[config.mk]
export PLATFORM = sky130hd
export DESIGN_NAME = slmm_ctrl
export DESIGN_NICKNAME = d
export VERILOG_FILES = /design/src/hw/slmm_pkg.sv /design/src/hw/slmm_ctrl.sv
export SDC_FILE = /design/constraint.sdc
export NUM_CORES = 2
export LEC_CHECK = 0
export BUFFER_PORTS_ARGS = -buffer_cell sky130_fd_sc_hd__buf_2
export CAP_MARGIN = 15
export CORE_MARGIN = 8
export CORE_UTILIZATION = 39
export CTS_CLUSTER_DIAMETER = 100
export DETAILED_ROUTE_END_ITERATION = 8
export HOLD_SLACK_MARGIN = 0.12
export SYNTH_ARGS = -nofsm -noshare
export SYNTH_HDL_FRONTEND = slang
export SYNTH_SLANG_ARGS = --single-unit
[constraint.sdc]
create_clock -name CLK_IN -period 7.8 [get_ports CLK_IN]
set_input_delay 0.39 -clock CLK_IN [delete_from_list [all_inputs] [get_ports CLK_IN]]
set_output_delay 0.39 -clock CLK_IN [all_outputs]
set_load 0.03 [all_outputs]
[src/hw/slmm_pkg.sv]
// constants and types shared by the serial link maintenance controller
// Contract
// - after master clear, terminal ready is driven and held until an error
// - any fatal or procedure error drops terminal ready
// - data set ready falling while running reports disconnect code 100 octal
// - after base, start raises send request, waits clear-to-send and ready
// - carrier detect from the modem is never used
// - send request drops about one bit before a trailing acknowledge
// - maintenance mode keeps modem control, framing and checksum handling
// - maintenance messages checked, never sequenced, acknowledged or resent
// - maintenance messages are sent and accepted only in maintenance state
// - control-in with bits 8 and 10 both set enters maintenance state
// - maintenance message while running reports maint received, is dropped
// - start sent once per second after base, stopped by maintenance mode
// - illegal procedure error copies 200 octal bytes to host address 0
// - control-in, buffer or invalid command before base is an illegal error
// - table updates write only internal locations below 200 octal; the code writes any of the 256 except the two flag bytes
// - receive descriptor: five bytes, assigned flag bit 0 of byte 1
// - transmit descriptor: six bytes, assigned bit 0, transmitted bit 1
package slmm_pkg;
  localparam int unsigned CLK_HZ = 40_000_000;
  localparam int unsigned CLK_NS = 25;
  localparam int unsigned START_PERIOD_MS = 1000;
  localparam int unsigned START_CYC = START_PERIOD_MS * (CLK_HZ / 1000);
  localparam int unsigned BIT_TIME_NS = 1000;
  localparam int unsigned RTS_DROP_CYC = (BIT_TIME_NS + CLK_NS - 1) / CLK_NS;
  localparam logic [7:0] REG_CMD = 8'h00;
  localparam logic [7:0] REG_CTLIN = 8'h04;
  localparam logic [7:0] REG_STATUS = 8'h08;
  localparam logic [7:0] REG_REPORT = 8'h0C;
  localparam logic [7:0] REG_MEMADDR = 8'h10;
  localparam logic [7:0] REG_MEMDATA = 8'h14;
  localparam logic [7:0] REG_BASE = 8'h18;
  localparam logic [1:0] CMD_BUF = 2'h0;
  localparam logic [1:0] CMD_CTLIN = 2'h1;
  localparam logic [1:0] CMD_INVALID = 2'h2;
  localparam logic [1:0] CMD_BASE = 2'h3;
  localparam int unsigned CMD_DIR_BIT = 2;
  localparam int unsigned MAINT_MODE_BIT = 8;
  localparam int unsigned HALF_DUPLEX_BIT = 10;
  localparam logic [7:0] RPT_DISCONNECT = 8'h40;
  localparam logic [7:0] RPT_MAINT_RECD = 8'h08;
  localparam int unsigned MEM_WORDS = 256;
  localparam logic [6:0] DUMP_LAST = 7'h7F;
  localparam logic [7:0] RXD_BASE = 8'h14;
  localparam logic [7:0] TXD_BASE = 8'h39;
  localparam int unsigned FLAG_ASSIGNED = 0;
  localparam int unsigned FLAG_SENT = 1;
  localparam logic [1:0] TXK_START = 2'h0;
  localparam logic [1:0] TXK_DATA = 2'h1;
  localparam logic [1:0] TXK_MAINT = 2'h2;
  localparam logic [1:0] TXK_ACK = 2'h3;

  typedef struct packed {
    logic [7:0] flags;
    logic [7:0] addr_lo;
    logic [7:0] addr_hi;
    logic [7:0] ext_cnt_hi;
    logic [7:0] cnt_lo;
  } slmm_rxd_t;

  typedef struct packed {
    logic [7:0] flags;
    logic [7:0] msg_num;
    logic [7:0] addr_lo;
    logic [7:0] addr_hi;
    logic [7:0] ext_cnt_hi;
    logic [7:0] cnt_lo;
  } slmm_txd_t;

  typedef struct packed {
    logic cyc;
    logic stb;
    logic we;
    logic [7:0] adr;
    logic [3:0] sel;
    logic [31:0] dat;
  } slmm_wb_req_t;

  typedef struct packed {
    logic req;
    logic [17:0] addr;
    logic [7:0] data;
  } slmm_dma_t;

  typedef enum logic [4:0] {
    ST_IDLE = 5'h01, ST_START = 5'h02, ST_RUN = 5'h04,
    ST_MAINT = 5'h08, ST_HALT = 5'h10
  } slmm_state_t;

  typedef enum logic [4:0] {
    TX_IDLE = 5'h01, TX_WAIT = 5'h02, TX_SEND = 5'h04,
    TX_NEXT = 5'h08, TX_GAP = 5'h10
  } slmm_tx_t;
endpackage : slmm_pkg

[src/hw/slmm_ctrl.sv]
// serial link controller: modem control, maintenance mode, error dump
`timescale 1ns/100ps
`default_nettype none
module slmm_ctrl #(
  parameter int unsigned START_CYCLES = slmm_pkg::START_CYC,
  parameter int unsigned RTS_DROP_CYCLES = slmm_pkg::RTS_DROP_CYC
) (
  input wire logic CLK_IN,
  input wire logic NRST_IN,
  input wire slmm_pkg::slmm_wb_req_t WB_REQ_IN,
  output logic WB_ACK_OUT,
  output logic [31:0] WB_DAT_OUT,
  output logic DTR_OUT,
  output logic RTS_OUT,
  input wire logic CTS_IN,
  input wire logic MODEM_READY_IN,
  input wire logic DSR_IN,
  output logic TX_REQ_OUT,
  output logic [1:0] TX_KIND_OUT,
  output var slmm_pkg::slmm_txd_t TX_DESC_OUT,
  input wire logic TX_DONE_IN,
  input wire logic STARTUP_DONE_IN,
  input wire logic RX_MSG_IN,
  input wire logic RX_MAINT_IN,
  input wire logic RX_CRC_OK_IN,
  output logic RX_ACCEPT_OUT,
  output var slmm_pkg::slmm_rxd_t RX_DESC_OUT,
  output var slmm_pkg::slmm_dma_t DMA_OUT,
  input wire logic DMA_ACK_IN
);
  if (START_CYCLES < 2 || START_CYCLES >= 2**30 || RTS_DROP_CYCLES < 1 ||
      RTS_DROP_CYCLES > 1000) begin : g_bad_param
    $error("slmm_ctrl: timing parameter out of range");
  end

  slmm_pkg::slmm_state_t st_r, st_nxt;
  slmm_pkg::slmm_tx_t tx_st_r, tx_st_nxt;
  logic [7:0] mem [0:slmm_pkg::MEM_WORDS-1];
  logic wb_ack_r;
  logic [31:0] wb_dat_r, rd_val;
  logic [31:0] ctlin_word_r;
  logic [17:0] base_addr_r, dump_base_r;
  logic [7:0] mem_addr_r, rpt_code_r, rxf_nxt, txf_nxt;
  logic base_r, ctlin_r, dtr_r, dsr_q_r, rpt_valid_r;
  logic start_due_r, ack_pend_r, tx_req_r, rx_accept_r;
  logic [29:0] start_cnt_r;
  logic [9:0] gap_cnt_r;
  logic [1:0] tx_kind_r;
  logic [6:0] dump_idx_r;
  slmm_pkg::slmm_txd_t txd, txd_out_r;
  slmm_pkg::slmm_rxd_t rxd, rxd_out_r;
  slmm_pkg::slmm_dma_t dma_r;

  function automatic logic [31:0] merge_lanes(input logic [31:0] old_v,
      input logic [31:0] new_v, input logic [3:0] sel);
    logic [31:0] res;
    res = old_v;
    for (int i = 0; i < 4; i++) begin
      if (sel[i]) res[8*i +: 8] = new_v[8*i +: 8];
    end
    return res;
  endfunction : merge_lanes

  function automatic logic hit(input logic [7:0] adr, input logic [7:0] off);
    return adr == off;
  endfunction : hit

  // bus slave: ack one cycle after the request, writes land on the ack edge
  wire logic bus_sel = WB_REQ_IN.cyc & WB_REQ_IN.stb;
  wire logic bus_fire = bus_sel & wb_ack_r;
  wire logic bus_wr = bus_fire & WB_REQ_IN.we;
  wire logic [7:0] adr = WB_REQ_IN.adr;
  wire logic wr_cmd = bus_wr & hit(adr, slmm_pkg::REG_CMD) & WB_REQ_IN.sel[0];
  wire logic rd_rpt = bus_fire & ~WB_REQ_IN.we &
                      hit(adr, slmm_pkg::REG_REPORT);
  wire logic [1:0] cmd_code = WB_REQ_IN.dat[1:0];
  wire logic cmd_rx = WB_REQ_IN.dat[slmm_pkg::CMD_DIR_BIT];
  wire logic live = st_r != slmm_pkg::ST_HALT;

  // command decode and error classes
  wire logic illegal = wr_cmd & ~base_r &
                       (cmd_code != slmm_pkg::CMD_BASE);
  wire logic rebase = wr_cmd & base_r & live &
                      (cmd_code == slmm_pkg::CMD_BASE);
  wire logic do_base = wr_cmd & ~base_r & (cmd_code == slmm_pkg::CMD_BASE);
  wire logic do_ctlin = wr_cmd & base_r & live &
                        (cmd_code == slmm_pkg::CMD_CTLIN);
  wire logic maint_req = do_ctlin & ctlin_word_r[slmm_pkg::MAINT_MODE_BIT] &
                         ctlin_word_r[slmm_pkg::HALF_DUPLEX_BIT];
  wire logic buf_cmd = wr_cmd & base_r & live &
                       (cmd_code == slmm_pkg::CMD_BUF);
  // carrier detect is deliberately not an input; only dsr, cts and ready count
  wire logic dsr_fall = dsr_q_r & ~DSR_IN;
  wire logic disc = (st_r == slmm_pkg::ST_RUN) & dsr_fall;
  wire logic mrecd = (st_r == slmm_pkg::ST_RUN) & RX_MSG_IN &
                     RX_MAINT_IN;
  wire logic err_any = illegal | rebase | disc | mrecd;

  // descriptors: first receive and first transmit entry of the table
  assign rxd = {mem[slmm_pkg::RXD_BASE], mem[slmm_pkg::RXD_BASE + 8'h01],
                mem[slmm_pkg::RXD_BASE + 8'h02],
                mem[slmm_pkg::RXD_BASE + 8'h03],
                mem[slmm_pkg::RXD_BASE + 8'h04]};
  assign txd = {mem[slmm_pkg::TXD_BASE], mem[slmm_pkg::TXD_BASE + 8'h01],
                mem[slmm_pkg::TXD_BASE + 8'h02],
                mem[slmm_pkg::TXD_BASE + 8'h03],
                mem[slmm_pkg::TXD_BASE + 8'h04],
                mem[slmm_pkg::TXD_BASE + 8'h05]};
  wire logic txd_ready = txd.flags[slmm_pkg::FLAG_ASSIGNED];
  wire logic rxd_ready = rxd.flags[slmm_pkg::FLAG_ASSIGNED];

  // receive: maintenance messages only in maintenance state, checksum gated
  wire logic rx_take = RX_MSG_IN & RX_MAINT_IN & RX_CRC_OK_IN & rxd_ready &
                       (st_r == slmm_pkg::ST_MAINT);
  wire logic rx_data_ok = RX_MSG_IN & ~RX_MAINT_IN & RX_CRC_OK_IN &
                          (st_r == slmm_pkg::ST_RUN);

  // transmit job selection
  wire logic job_start = (st_r == slmm_pkg::ST_START) & start_due_r;
  wire logic job_data = (st_r == slmm_pkg::ST_RUN) & txd_ready;
  wire logic job_maint = (st_r == slmm_pkg::ST_MAINT) &
                         txd_ready;
  wire logic job_ack = (st_r == slmm_pkg::ST_RUN) & ack_pend_r;
  wire logic job_any = job_start | job_data | job_maint | job_ack;
  wire logic [1:0] job_kind = job_start ? slmm_pkg::TXK_START :
                              job_data ? slmm_pkg::TXK_DATA :
                              job_maint ? slmm_pkg::TXK_MAINT :
                              slmm_pkg::TXK_ACK;
  wire logic tx_abort = ~live |
      ((tx_kind_r == slmm_pkg::TXK_START) & (st_r != slmm_pkg::ST_START)) |
      ((tx_kind_r == slmm_pkg::TXK_MAINT) & (st_r != slmm_pkg::ST_MAINT)) |
      ((tx_kind_r != slmm_pkg::TXK_MAINT) & (tx_kind_r != slmm_pkg::TXK_START)
       & (st_r != slmm_pkg::ST_RUN));
  wire logic tx_done = (tx_st_r == slmm_pkg::TX_SEND) & TX_DONE_IN & ~tx_abort;
  wire logic tx_mark = tx_done & ((tx_kind_r == slmm_pkg::TXK_DATA) |
                                  (tx_kind_r == slmm_pkg::TXK_MAINT));
  wire logic start_tick = (st_r == slmm_pkg::ST_START) &
                          (start_cnt_r == 30'(START_CYCLES - 1));
  wire logic gap_last = gap_cnt_r == 10'(RTS_DROP_CYCLES - 1);
  wire logic [6:0] dump_inc = dump_idx_r + 7'h01;
  wire logic mem_wr = bus_wr & hit(adr, slmm_pkg::REG_MEMDATA) &
                      WB_REQ_IN.sel[0] & (mem_addr_r != slmm_pkg::RXD_BASE) &
                      (mem_addr_r != slmm_pkg::TXD_BASE);

  // flag bytes: hardware sets beat software clears in the same cycle
  always_comb begin
    rxf_nxt = mem[slmm_pkg::RXD_BASE];
    if (rx_take) rxf_nxt[slmm_pkg::FLAG_ASSIGNED] = 1'b0;
    if (buf_cmd & cmd_rx) rxf_nxt[slmm_pkg::FLAG_ASSIGNED] = 1'b1;
    txf_nxt = mem[slmm_pkg::TXD_BASE];
    if (tx_mark) txf_nxt[slmm_pkg::FLAG_ASSIGNED] = 1'b0;
    if (buf_cmd & ~cmd_rx) begin
      txf_nxt[slmm_pkg::FLAG_ASSIGNED] = 1'b1;
      txf_nxt[slmm_pkg::FLAG_SENT] = 1'b0;
    end
    if (tx_mark) txf_nxt[slmm_pkg::FLAG_SENT] = 1'b1;
  end

  always_comb begin
    st_nxt = st_r;
    case (st_r)
      slmm_pkg::ST_IDLE: if (do_base) st_nxt = slmm_pkg::ST_START;
      slmm_pkg::ST_START: begin
        if (maint_req) st_nxt = slmm_pkg::ST_MAINT;
        else if (ctlin_r & STARTUP_DONE_IN) st_nxt = slmm_pkg::ST_RUN;
      end
      slmm_pkg::ST_RUN: if (maint_req) st_nxt = slmm_pkg::ST_MAINT;
      slmm_pkg::ST_MAINT: st_nxt = slmm_pkg::ST_MAINT;
      slmm_pkg::ST_HALT: st_nxt = slmm_pkg::ST_HALT;
      default: st_nxt = slmm_pkg::ST_IDLE;
    endcase
    if (err_any) st_nxt = slmm_pkg::ST_HALT;
  end

  always_comb begin
    tx_st_nxt = tx_st_r;
    case (tx_st_r)
      slmm_pkg::TX_IDLE: if (job_any) tx_st_nxt = slmm_pkg::TX_WAIT;
      slmm_pkg::TX_WAIT: begin
        if (tx_abort) tx_st_nxt = slmm_pkg::TX_IDLE;
        else if (CTS_IN & MODEM_READY_IN)
          tx_st_nxt = slmm_pkg::TX_SEND;
      end
      slmm_pkg::TX_SEND: begin
        if (tx_abort) tx_st_nxt = slmm_pkg::TX_IDLE;
        else if (TX_DONE_IN) tx_st_nxt = slmm_pkg::TX_NEXT;
      end
      slmm_pkg::TX_NEXT: begin
        if (tx_kind_r == slmm_pkg::TXK_DATA & job_data)
          tx_st_nxt = slmm_pkg::TX_WAIT;
        else if (tx_kind_r == slmm_pkg::TXK_DATA & job_ack)
          tx_st_nxt = slmm_pkg::TX_GAP;
        else tx_st_nxt = slmm_pkg::TX_IDLE;
      end
      slmm_pkg::TX_GAP: begin
        if (tx_abort) tx_st_nxt = slmm_pkg::TX_IDLE;
        else if (gap_last) tx_st_nxt = slmm_pkg::TX_WAIT;
      end
      default: tx_st_nxt = slmm_pkg::TX_IDLE;
    endcase
  end

  always_comb begin
    case (adr)
      slmm_pkg::REG_CTLIN: rd_val = ctlin_word_r;
      slmm_pkg::REG_STATUS: rd_val = {16'h0000, ack_pend_r, dma_r.req, ctlin_r,
                                      base_r, RTS_OUT, dtr_r, tx_st_r, st_r};
      slmm_pkg::REG_REPORT: rd_val = {23'h00_0000, rpt_valid_r, rpt_code_r};
      slmm_pkg::REG_MEMADDR: rd_val = {24'h00_0000, mem_addr_r};
      slmm_pkg::REG_MEMDATA: rd_val = {24'h00_0000, mem[mem_addr_r]};
      slmm_pkg::REG_BASE: rd_val = {14'h0000, base_addr_r};
      default: rd_val = 32'h0000_0000;
    endcase
  end

  always_ff @(posedge CLK_IN) begin
    if (!NRST_IN) begin
      for (int i = 0; i < slmm_pkg::MEM_WORDS; i++) mem[i] <= 8'h00;
    end else begin
      if (mem_wr) mem[mem_addr_r] <= WB_REQ_IN.dat[7:0];
      mem[slmm_pkg::RXD_BASE] <= rxf_nxt;
      mem[slmm_pkg::TXD_BASE] <= txf_nxt;
    end
  end

  always_ff @(posedge CLK_IN) begin
    if (!NRST_IN) begin
      wb_ack_r <= 1'b0;
      wb_dat_r <= 32'h0000_0000;
      ctlin_word_r <= 32'h0000_0000;
      base_addr_r <= 18'h0_0000;
      mem_addr_r <= 8'h00;
    end else begin
      wb_ack_r <= bus_sel & ~wb_ack_r;
      if (bus_sel & ~wb_ack_r) wb_dat_r <= rd_val;
      if (bus_wr & hit(adr, slmm_pkg::REG_CTLIN))
        ctlin_word_r <= merge_lanes(ctlin_word_r, WB_REQ_IN.dat,
                                    WB_REQ_IN.sel);
      if (bus_wr & hit(adr, slmm_pkg::REG_BASE))
        base_addr_r <= 18'(merge_lanes({14'h0000, base_addr_r}, WB_REQ_IN.dat,
                                       WB_REQ_IN.sel));
      if (bus_wr & hit(adr, slmm_pkg::REG_MEMADDR) & WB_REQ_IN.sel[0])
        mem_addr_r <= WB_REQ_IN.dat[7:0];
    end
  end

  always_ff @(posedge CLK_IN) begin
    if (!NRST_IN) begin
      st_r <= slmm_pkg::ST_IDLE;
      base_r <= 1'b0;
      ctlin_r <= 1'b0;
      dtr_r <= 1'b1;
      dsr_q_r <= 1'b0;
      rpt_valid_r <= 1'b0;
      rpt_code_r <= 8'h00;
    end else begin
      st_r <= st_nxt;
      base_r <= base_r | do_base;
      ctlin_r <= ctlin_r | do_ctlin;
      dsr_q_r <= DSR_IN;
      if (err_any) dtr_r <= 1'b0;
      if (disc | mrecd) rpt_code_r <= disc ? slmm_pkg::RPT_DISCONNECT :
                                 slmm_pkg::RPT_MAINT_RECD;
      rpt_valid_r <= disc | mrecd | (rpt_valid_r & ~rd_rpt);
    end
  end

  always_ff @(posedge CLK_IN) begin
    if (!NRST_IN) begin
      tx_st_r <= slmm_pkg::TX_IDLE;
      tx_kind_r <= slmm_pkg::TXK_START;
      tx_req_r <= 1'b0;
      txd_out_r <= '0;
      start_cnt_r <= '0;
      start_due_r <= 1'b0;
      gap_cnt_r <= '0;
      ack_pend_r <= 1'b0;
    end else begin
      tx_st_r <= tx_st_nxt;
      if (tx_st_r == slmm_pkg::TX_IDLE & job_any) tx_kind_r <= job_kind;
      if (tx_st_nxt == slmm_pkg::TX_GAP) tx_kind_r <= slmm_pkg::TXK_ACK;
      tx_req_r <= (tx_st_r == slmm_pkg::TX_WAIT) &
                  (tx_st_nxt == slmm_pkg::TX_SEND);
      if (tx_st_nxt == slmm_pkg::TX_SEND) txd_out_r <= txd;
      start_cnt_r <= (st_r != slmm_pkg::ST_START | start_tick) ? '0 :
                     start_cnt_r + 30'h0000_0001;
      start_due_r <= do_base | start_tick | (start_due_r & job_start &
                     ~(tx_st_r == slmm_pkg::TX_IDLE));
      gap_cnt_r <= (tx_st_r == slmm_pkg::TX_GAP) ? gap_cnt_r + 10'h001 : '0;
      ack_pend_r <= rx_data_ok | (ack_pend_r & ~(tx_done &
                    (tx_kind_r == slmm_pkg::TXK_ACK)) & live);
    end
  end

  always_ff @(posedge CLK_IN) begin
    if (!NRST_IN) begin
      rx_accept_r <= 1'b0;
      rxd_out_r <= '0;
      dma_r <= '0;
      dump_idx_r <= 7'h00;
      dump_base_r <= 18'h0_0000;
    end else begin
      rx_accept_r <= rx_take;
      if (rx_take) rxd_out_r <= rxd;
      if ((illegal | rebase) & ~dma_r.req) begin
        dma_r.req <= 1'b1;
        dma_r.addr <= illegal ? 18'h0_0000 : base_addr_r;
        dma_r.data <= mem[0];
        dump_idx_r <= 7'h00;
        dump_base_r <= illegal ? 18'h0_0000 : base_addr_r;
      end else if (dma_r.req & DMA_ACK_IN) begin
        if (dump_idx_r == slmm_pkg::DUMP_LAST) dma_r.req <= 1'b0;
        dump_idx_r <= dump_inc;
        dma_r.addr <= dump_base_r + {11'h000, dump_inc};
        dma_r.data <= mem[{1'b0, dump_inc}];
      end
    end
  end

  assign WB_ACK_OUT = wb_ack_r;
  assign WB_DAT_OUT = wb_dat_r;
  assign DTR_OUT = dtr_r;
  assign RTS_OUT = (tx_st_r == slmm_pkg::TX_WAIT) |
                   (tx_st_r == slmm_pkg::TX_SEND) |
                   (tx_st_r == slmm_pkg::TX_NEXT);
  assign TX_REQ_OUT = tx_req_r;
  assign TX_KIND_OUT = tx_kind_r;
  assign TX_DESC_OUT = txd_out_r;
  assign RX_ACCEPT_OUT = rx_accept_r;
  assign RX_DESC_OUT = rxd_out_r;
  assign DMA_OUT = dma_r;
endmodule : slmm_ctrl
`default_nettype wire

# Word-level counts from Yosys, hierarchy flattened
# Memory sizes are Yosys's and may differ from the RTL's. A register that Yosys moved wholly into a read port is not among the register bits.
# Index checks and enable logic that the tools add are counted.
# word_totals
ff_bits	228
ram_bits	2048
inputBits	58
out_inout_bits	154
word_cells	253
n_memories	1
# op_classes
addsub	4
eq_ne	40
muxes	44
bitwise	100
reduce_logical	31
# memory_table
name	words	word_bits	rd	rd_ports_with_merged_regs	write_ports	line	text
mem	256	8	14	10	256	slmm_ctrl.sv:38	logic [7:0] mem [0:slmm_pkg::MEM_WORDS-1];
# op_table
operator	count
$pmux W32 S6	1
$mux W5	14
$and A1 B1 Y1	65
$mux W27	2
$pmux W5 S5	2
$mux W8	6
$add A30 B1 Y30 const B	1
$eq A30 B26 Y1 const B	1
$eq A8 B5 Y1 const B	3
$or A1 B1 Y1	22
$add A18 B7 Y18	1
$mux W18	1
$reduce_and A2 Y1	9
$eq A8 B4 Y1 const B	2
$eq A5 B3 Y1 const B	3
$eq A5 B5 Y1 const B	3
$not A1 Y1	13
$mux W1	12
$add A10 B1 Y10 const B	1
$eq A10 B6 Y1 const B	1
$eq A5 B1 Y1 const B	2
$eq A5 B2 Y1 const B	2
$eq A5 B4 Y1 const B	2
$mux W2	5
23 further kinds	45

# Depth between registers and ports, before layout
# depth
ltp_word	13
ltp_mapped	15
depth_no_buf	11

# Worst setup path after synthesis
# No wires, ideal clock.
# synth_path
path_type	register to register
start	register dump_idx_r[0]
end	register dma_r, in the netlist DMA_OUT[19]
setup_time_ns	0.074
arrival_time_ns	3.227
t_required_ns	7.726
slack_ns	4.499
path_stages_with_launch	13
n_path_buf	2
synth_period_minus_slack_ns	3.301
path_cell_list	dfxtp_1 ha_1 xnor2_1 clkbuf_1 clkbuf_1 inv_1 ha_1 a21oi_1 o21bai_1 a2111oi_2 nor3b_1 mux2_2 a31oi_1
# synth_between
elab_chain_cells	4
# synth_rtl
element	line	text
start: declaration	slmm_ctrl.sv:49	logic [6:0] dump_idx_r;
start signal: assignment	slmm_ctrl.sv:313	dump_idx_r <= dump_inc;
$add A7 B1 Y7	slmm_ctrl.sv:140	wire logic [6:0] dump_inc = dump_idx_r + 7'h01;
named net dump_inc[2]	slmm_ctrl.sv:140	
$add A18 B7 Y18	slmm_ctrl.sv:314	dma_r.addr <= dump_base_r + {11'h000, dump_inc};
$mux W27	slmm_ctrl.sv:311	end else if (dma_r.req & DMA_ACK_IN) begin
$mux W27	slmm_ctrl.sv:305	if ((illegal | rebase) & ~dma_r.req) begin
end: declaration	slmm_ctrl.sv:52	slmm_pkg::slmm_dma_t dma_r;
# The timed path passes the listed nets, and every way through them passes these cells. The select of a mux whose other input is x is not followed.
# A chain may end at the register's enable or synchronous reset.

==> results.py <==
metrics = {
    "floorplanning": {
        "floorplan.initialDensity": 0.391,
        "die_x_um": 547,
        "die_h_um": 547,
        "boundaryPins": 212,
        "std_cell_rows": 195,
        "floorplan.core_area_um2": 282000,
        "design.die.area_um2": 300000,
    },
    "flow_run": {
        "maxCapViolations": 0,
    },
    "power": {
        "netSwitchingFraction": 0.223,
        "total_leakage_power_nw": 38.0,
        "cellPowerDensity_nw_per_um2": 219,
        "p_int_w": 0.0209,
        "power.share.sequential": 0.536,
        "irDropWorstVdd_mv": 0.195,
        "power_frac_comb": 0.035,
        "switching_power_w": 0.00600,
        "clock_power_share": 0.429,
    },
    "yosys": {
        "number_of_storage_elements_in_the_synthesis_netlist": 2350,
        "synth-edff-count": 2046,
        "netlist_instances": 8123,
        "synthDistinctLibCells": 92,
        "yosys_warnings": 0,
        "post_synth_instance_area_um2": 110000,
        "seq_area_frac_synth": 0.613,
        "ys.flop_type": "sky130_fd_sc_hd__edfxtp_1",
        "post_synth.cell_area_avg_um2": 13.6,
        "async_flop_share": 0,
    },
    "clock_network": {
        "tritoncts.num_buffers": 238,
        "cts-root-to-sink-buffers": 3,
        "postCtsResizedCells": 0,
        "clk_transition_reported_paths_ns": 0.06,
        "source_to_sink_clock_delay_at_the_later_pin_of_the_worst_skew_pair_ns": 0.94,
        "clkSinkCount": 2350,
        "tritoncts": "done",
        "clock_tree.htree_level_count": 4,
        "cts-root-buf": "sky130_fd_sc_hd__clkbuf_16",
    },
    "cells_and_area": {
        "post-route-cell-area_um2": 123000,
        "area_growth_pct": 11.8,
        "multi_input_comb_area_um2": 39100,
        "layout.nets": 8225,
        "regArea_um2": 67500,
        "drive_gt1_frac": 0.216,
        "finalNonFillerCells": 12114,
        "fill_cells": 25052,
    },
    "sta": {
        "final-max-slew-violation-count": 0,
        "final_period_minus_worst_setup_slack_ns": 4.96,
        "hold_slack_ns": 0.218,
        "timing.setup.tns_ns": 0,
        "fin_ws_ns": 2.84,
        "fin_worst_skew_ns": 0.0725,
        "rsz0062_at_grt": "false",
        "finalSetupViolCount": 0,
        "slew-limit-headroom": 0.115,
        "finalCritPeriodShare": 0.636,
        "hold_violations": 0,
        "achievable-frequency_mhz": 202,
        "actual_slew_at_the_worst_max_slew_pin_ns": 1.32,
    },
    "drt": {
        "dr.pass1.iters": 8,
        "routed_wl_um": 377000,
        "post-route-drc-count": 0,
        "initialDrtViolationCount": 11454,
        "via_per_inst": 6.18,
        "detailroute.via_count": 74804,
        "drtAntennaViolNets": 0,
        "routed_wire_length_per_instance_um": 31.1,
    },
    "placement": {
        "post-place-cells": 11528,
        "hpwl_after_dpl_um": 255000,
        "port-buffer-count": 211,
        "postPlaceCellArea_um2": 114000,
        "gp_congestion": 0.958,
        "pre_cts_slack_ns": 2.87,
    },
    "global_routing": {
        "vias_in_the_first_global_route": 70702,
        "grt.total_usage": 0.242,
        "grt_start_max_net_pins": 117,
        "antenna_found_initial": 20,
        "grt.overflow.total": 0,
        "first_pass_grt_wire_length_um": 530000,
    },
    "worst_setup_path": {
        "end_kind": "flop",
        "required_ns": 8.29,
        "critical_path.max_fanout": 49,
        "path_class": "flop to flop",
        "worst_setup_path_start_kind": "flop",
        "crit_arrival_ns": 5.45,
    },
    "min_path": {
        "min_path_type": "input pin to flop",
    },
    "outcome": {
        "status": "completed",
    },
}
## repair_timing
action,4_1_cts,5_1_grt
endpoints found under the hold margin,99,0
hold buffers,41,0
setup buffers,0,0
setup endpoints to repair,0,0
## layout make-up
class	count	share of cell area
diodes	17	0.000346
repair buffers	554	0.0312
clock buffers	287	0.0510
multi-input cells	4984	0.317
flip-flops and latches	2350	0.549
clock inverters	155	0.0126
well taps	3743	0.0380
inverters	24	0.000793
## final timing paths
path                                   endpoint  slack, ns  depth (start not counted)                         start
setup / recovery       mem[70][3]$_SDFFCE_PN0P_       2.84                          9    mem_addr_r[7]$_SDFFE_PN0P_
hold reg to reg    RX_DESC_OUT[30]$_SDFFE_PN0P_       0.45                          2  RX_DESC_OUT[30]$_SDFFE_PN0P_
setup reg to reg       mem[70][3]$_SDFFCE_PN0P_       2.84                          9    mem_addr_r[7]$_SDFFE_PN0P_
hold / removal    ctlin_word_r[24]$_SDFFE_PN0P_       0.22                          4                 WB_REQ_IN[35]
## layer usage
| layer | global-route usage | vias to the layer above | part of all wire |
|---|---|---|---|
| li1 | - | 30400 | - |
| met2 | 0.369 | 5584 | 0.45 |
| met4 | 0.116 | 10 | 0.056 |
| met3 | 0.0723 | 944 | 0.13 |
| met1 | 0.319 | 37866 | 0.37 |
| met5 | 0 | - | 0.00016 |
## stage by stage
stage | total power (W) | utilization
6_report | 0.0269 | 0.437
5_1_grt | 0.0275 | 0.437
4_1_cts | 0.0270 | 0.435
3_5_place_dp | 0.0156 | 0.406
3_3_place_gp | 0.0155 | 0.405
2_1_floorplan | 0.0151 | -
## cell usage in the layout, fill, tap and decap left out, types with 162 or more instances in the layout
master / n
sky130_fd_sc_hd__nor2_1: 2298
sky130_fd_sc_hd__buf_4: 185
sky130_fd_sc_hd__buf_2: 269
sky130_fd_sc_hd__a21oi_1: 177
sky130_fd_sc_hd__o21ai_0: 313
sky130_fd_sc_hd__mux2i_1: 162
sky130_fd_sc_hd__mux4_2: 830
sky130_fd_sc_hd__clkbuf_16: 241
sky130_fd_sc_hd__dfxtp_1: 297
sky130_fd_sc_hd__nand2_1: 397
sky130_fd_sc_hd__edfxtp_1: 2046
## registers in the layout, indices dropped and copies added (netlist names), 5 cells and up, named ones only
| signal | cells |
|---|---|
| RX_DESC_OUT | 40 |
| ctlin_word_r | 32 |
| base_addr_r | 18 |
| DMA_OUT | 27 |
| st_r | 5 |
| dump_idx_r | 7 |
| TX_DESC_OUT | 48 |
| start_cnt_r | 30 |
| mem | 2048 |
| dump_base_r | 18 |
| mem_addr_r | 8 |
| WB_DAT_OUT | 32 |
| tx_st_r | 5 |
| gap_cnt_r | 10 |
## synth_stat cells (18+ instances only)
cell type	n	area share
sky130_fd_sc_hd__dfxtp_1	304	0.055
sky130_fd_sc_hd__mux2i_1	162	0.015
sky130_fd_sc_hd__nand4_1	18	0.0010
sky130_fd_sc_hd__inv_1	22	0.00075
sky130_fd_sc_hd__edfxtp_1	2046	0.56
sky130_fd_sc_hd__a22o_1	29	0.0023
sky130_fd_sc_hd__mux4_2	830	0.17
sky130_fd_sc_hd__and3_1	21	0.0012
sky130_fd_sc_hd__a221oi_1	34	0.0027
sky130_fd_sc_hd__mux2_2	25	0.0026
sky130_fd_sc_hd__nand3_1	87	0.0040
sky130_fd_sc_hd__buf_1	24	0.00082
sky130_fd_sc_hd__o21ai_0	318	0.014
sky130_fd_sc_hd__xor2_1	27	0.0021
sky130_fd_sc_hd__nor3_1	51	0.0023
sky130_fd_sc_hd__buf_4	53	0.0036
sky130_fd_sc_hd__buf_2	177	0.0080
sky130_fd_sc_hd__nor2_1	2301	0.078
sky130_fd_sc_hd__nor2b_1	30	0.0017
sky130_fd_sc_hd__a22oi_1	93	0.0063
sky130_fd_sc_hd__clkbuf_1	470	0.016
sky130_fd_sc_hd__o22ai_1	34	0.0019
sky130_fd_sc_hd__nand2b_1	23	0.0013
sky130_fd_sc_hd__buf_6	45	0.0046
sky130_fd_sc_hd__a21oi_1	177	0.0080
sky130_fd_sc_hd__nor4_1	24	0.0014
sky130_fd_sc_hd__nand2_1	409	0.014
sky130_fd_sc_hd__xnor2_1	26	0.0021
## worst max-delay path, cell delays in order (launching register included)
cell and delay, ns:
sky130_fd_sc_hd__dfxtp_1 0.68, sky130_fd_sc_hd__nand2b_1 0.29, sky130_fd_sc_hd__nor3_2 0.14, sky130_fd_sc_hd__a41oi_1 0.32, sky130_fd_sc_hd__nand4_2 0.23, sky130_fd_sc_hd__nor3_2 0.58, sky130_fd_sc_hd__nand2_4 0.44, sky130_fd_sc_hd__buf_4 0.45
sky130_fd_sc_hd__buf_4 0.37, sky130_fd_sc_hd__o21ai_0 0.90
## power by group through the flow
stage	logic, W	clock network [W]	registers, W
after floorplan	0.000545	0	0.0145
after global placement	0.000868	0	0.0147
after detailed placement	0.000889	0	0.0147
after CTS	0.000910	0.0116	0.0144
after global routing	0.000977	0.0121	0.0145
final	0.000953	0.0116	0.0144
## kinds of logic after synthesis
kind of cell	synth area share
buf+inv	0.0349
compound gates	0.0469
other cells	0.0000340
xor+xnor	0.00421
flops	0.613
fa+ha+maj	0.00177
simple gates	0.112
mux	0.187
Note: power is estimated with default switching activity, not from simulation.
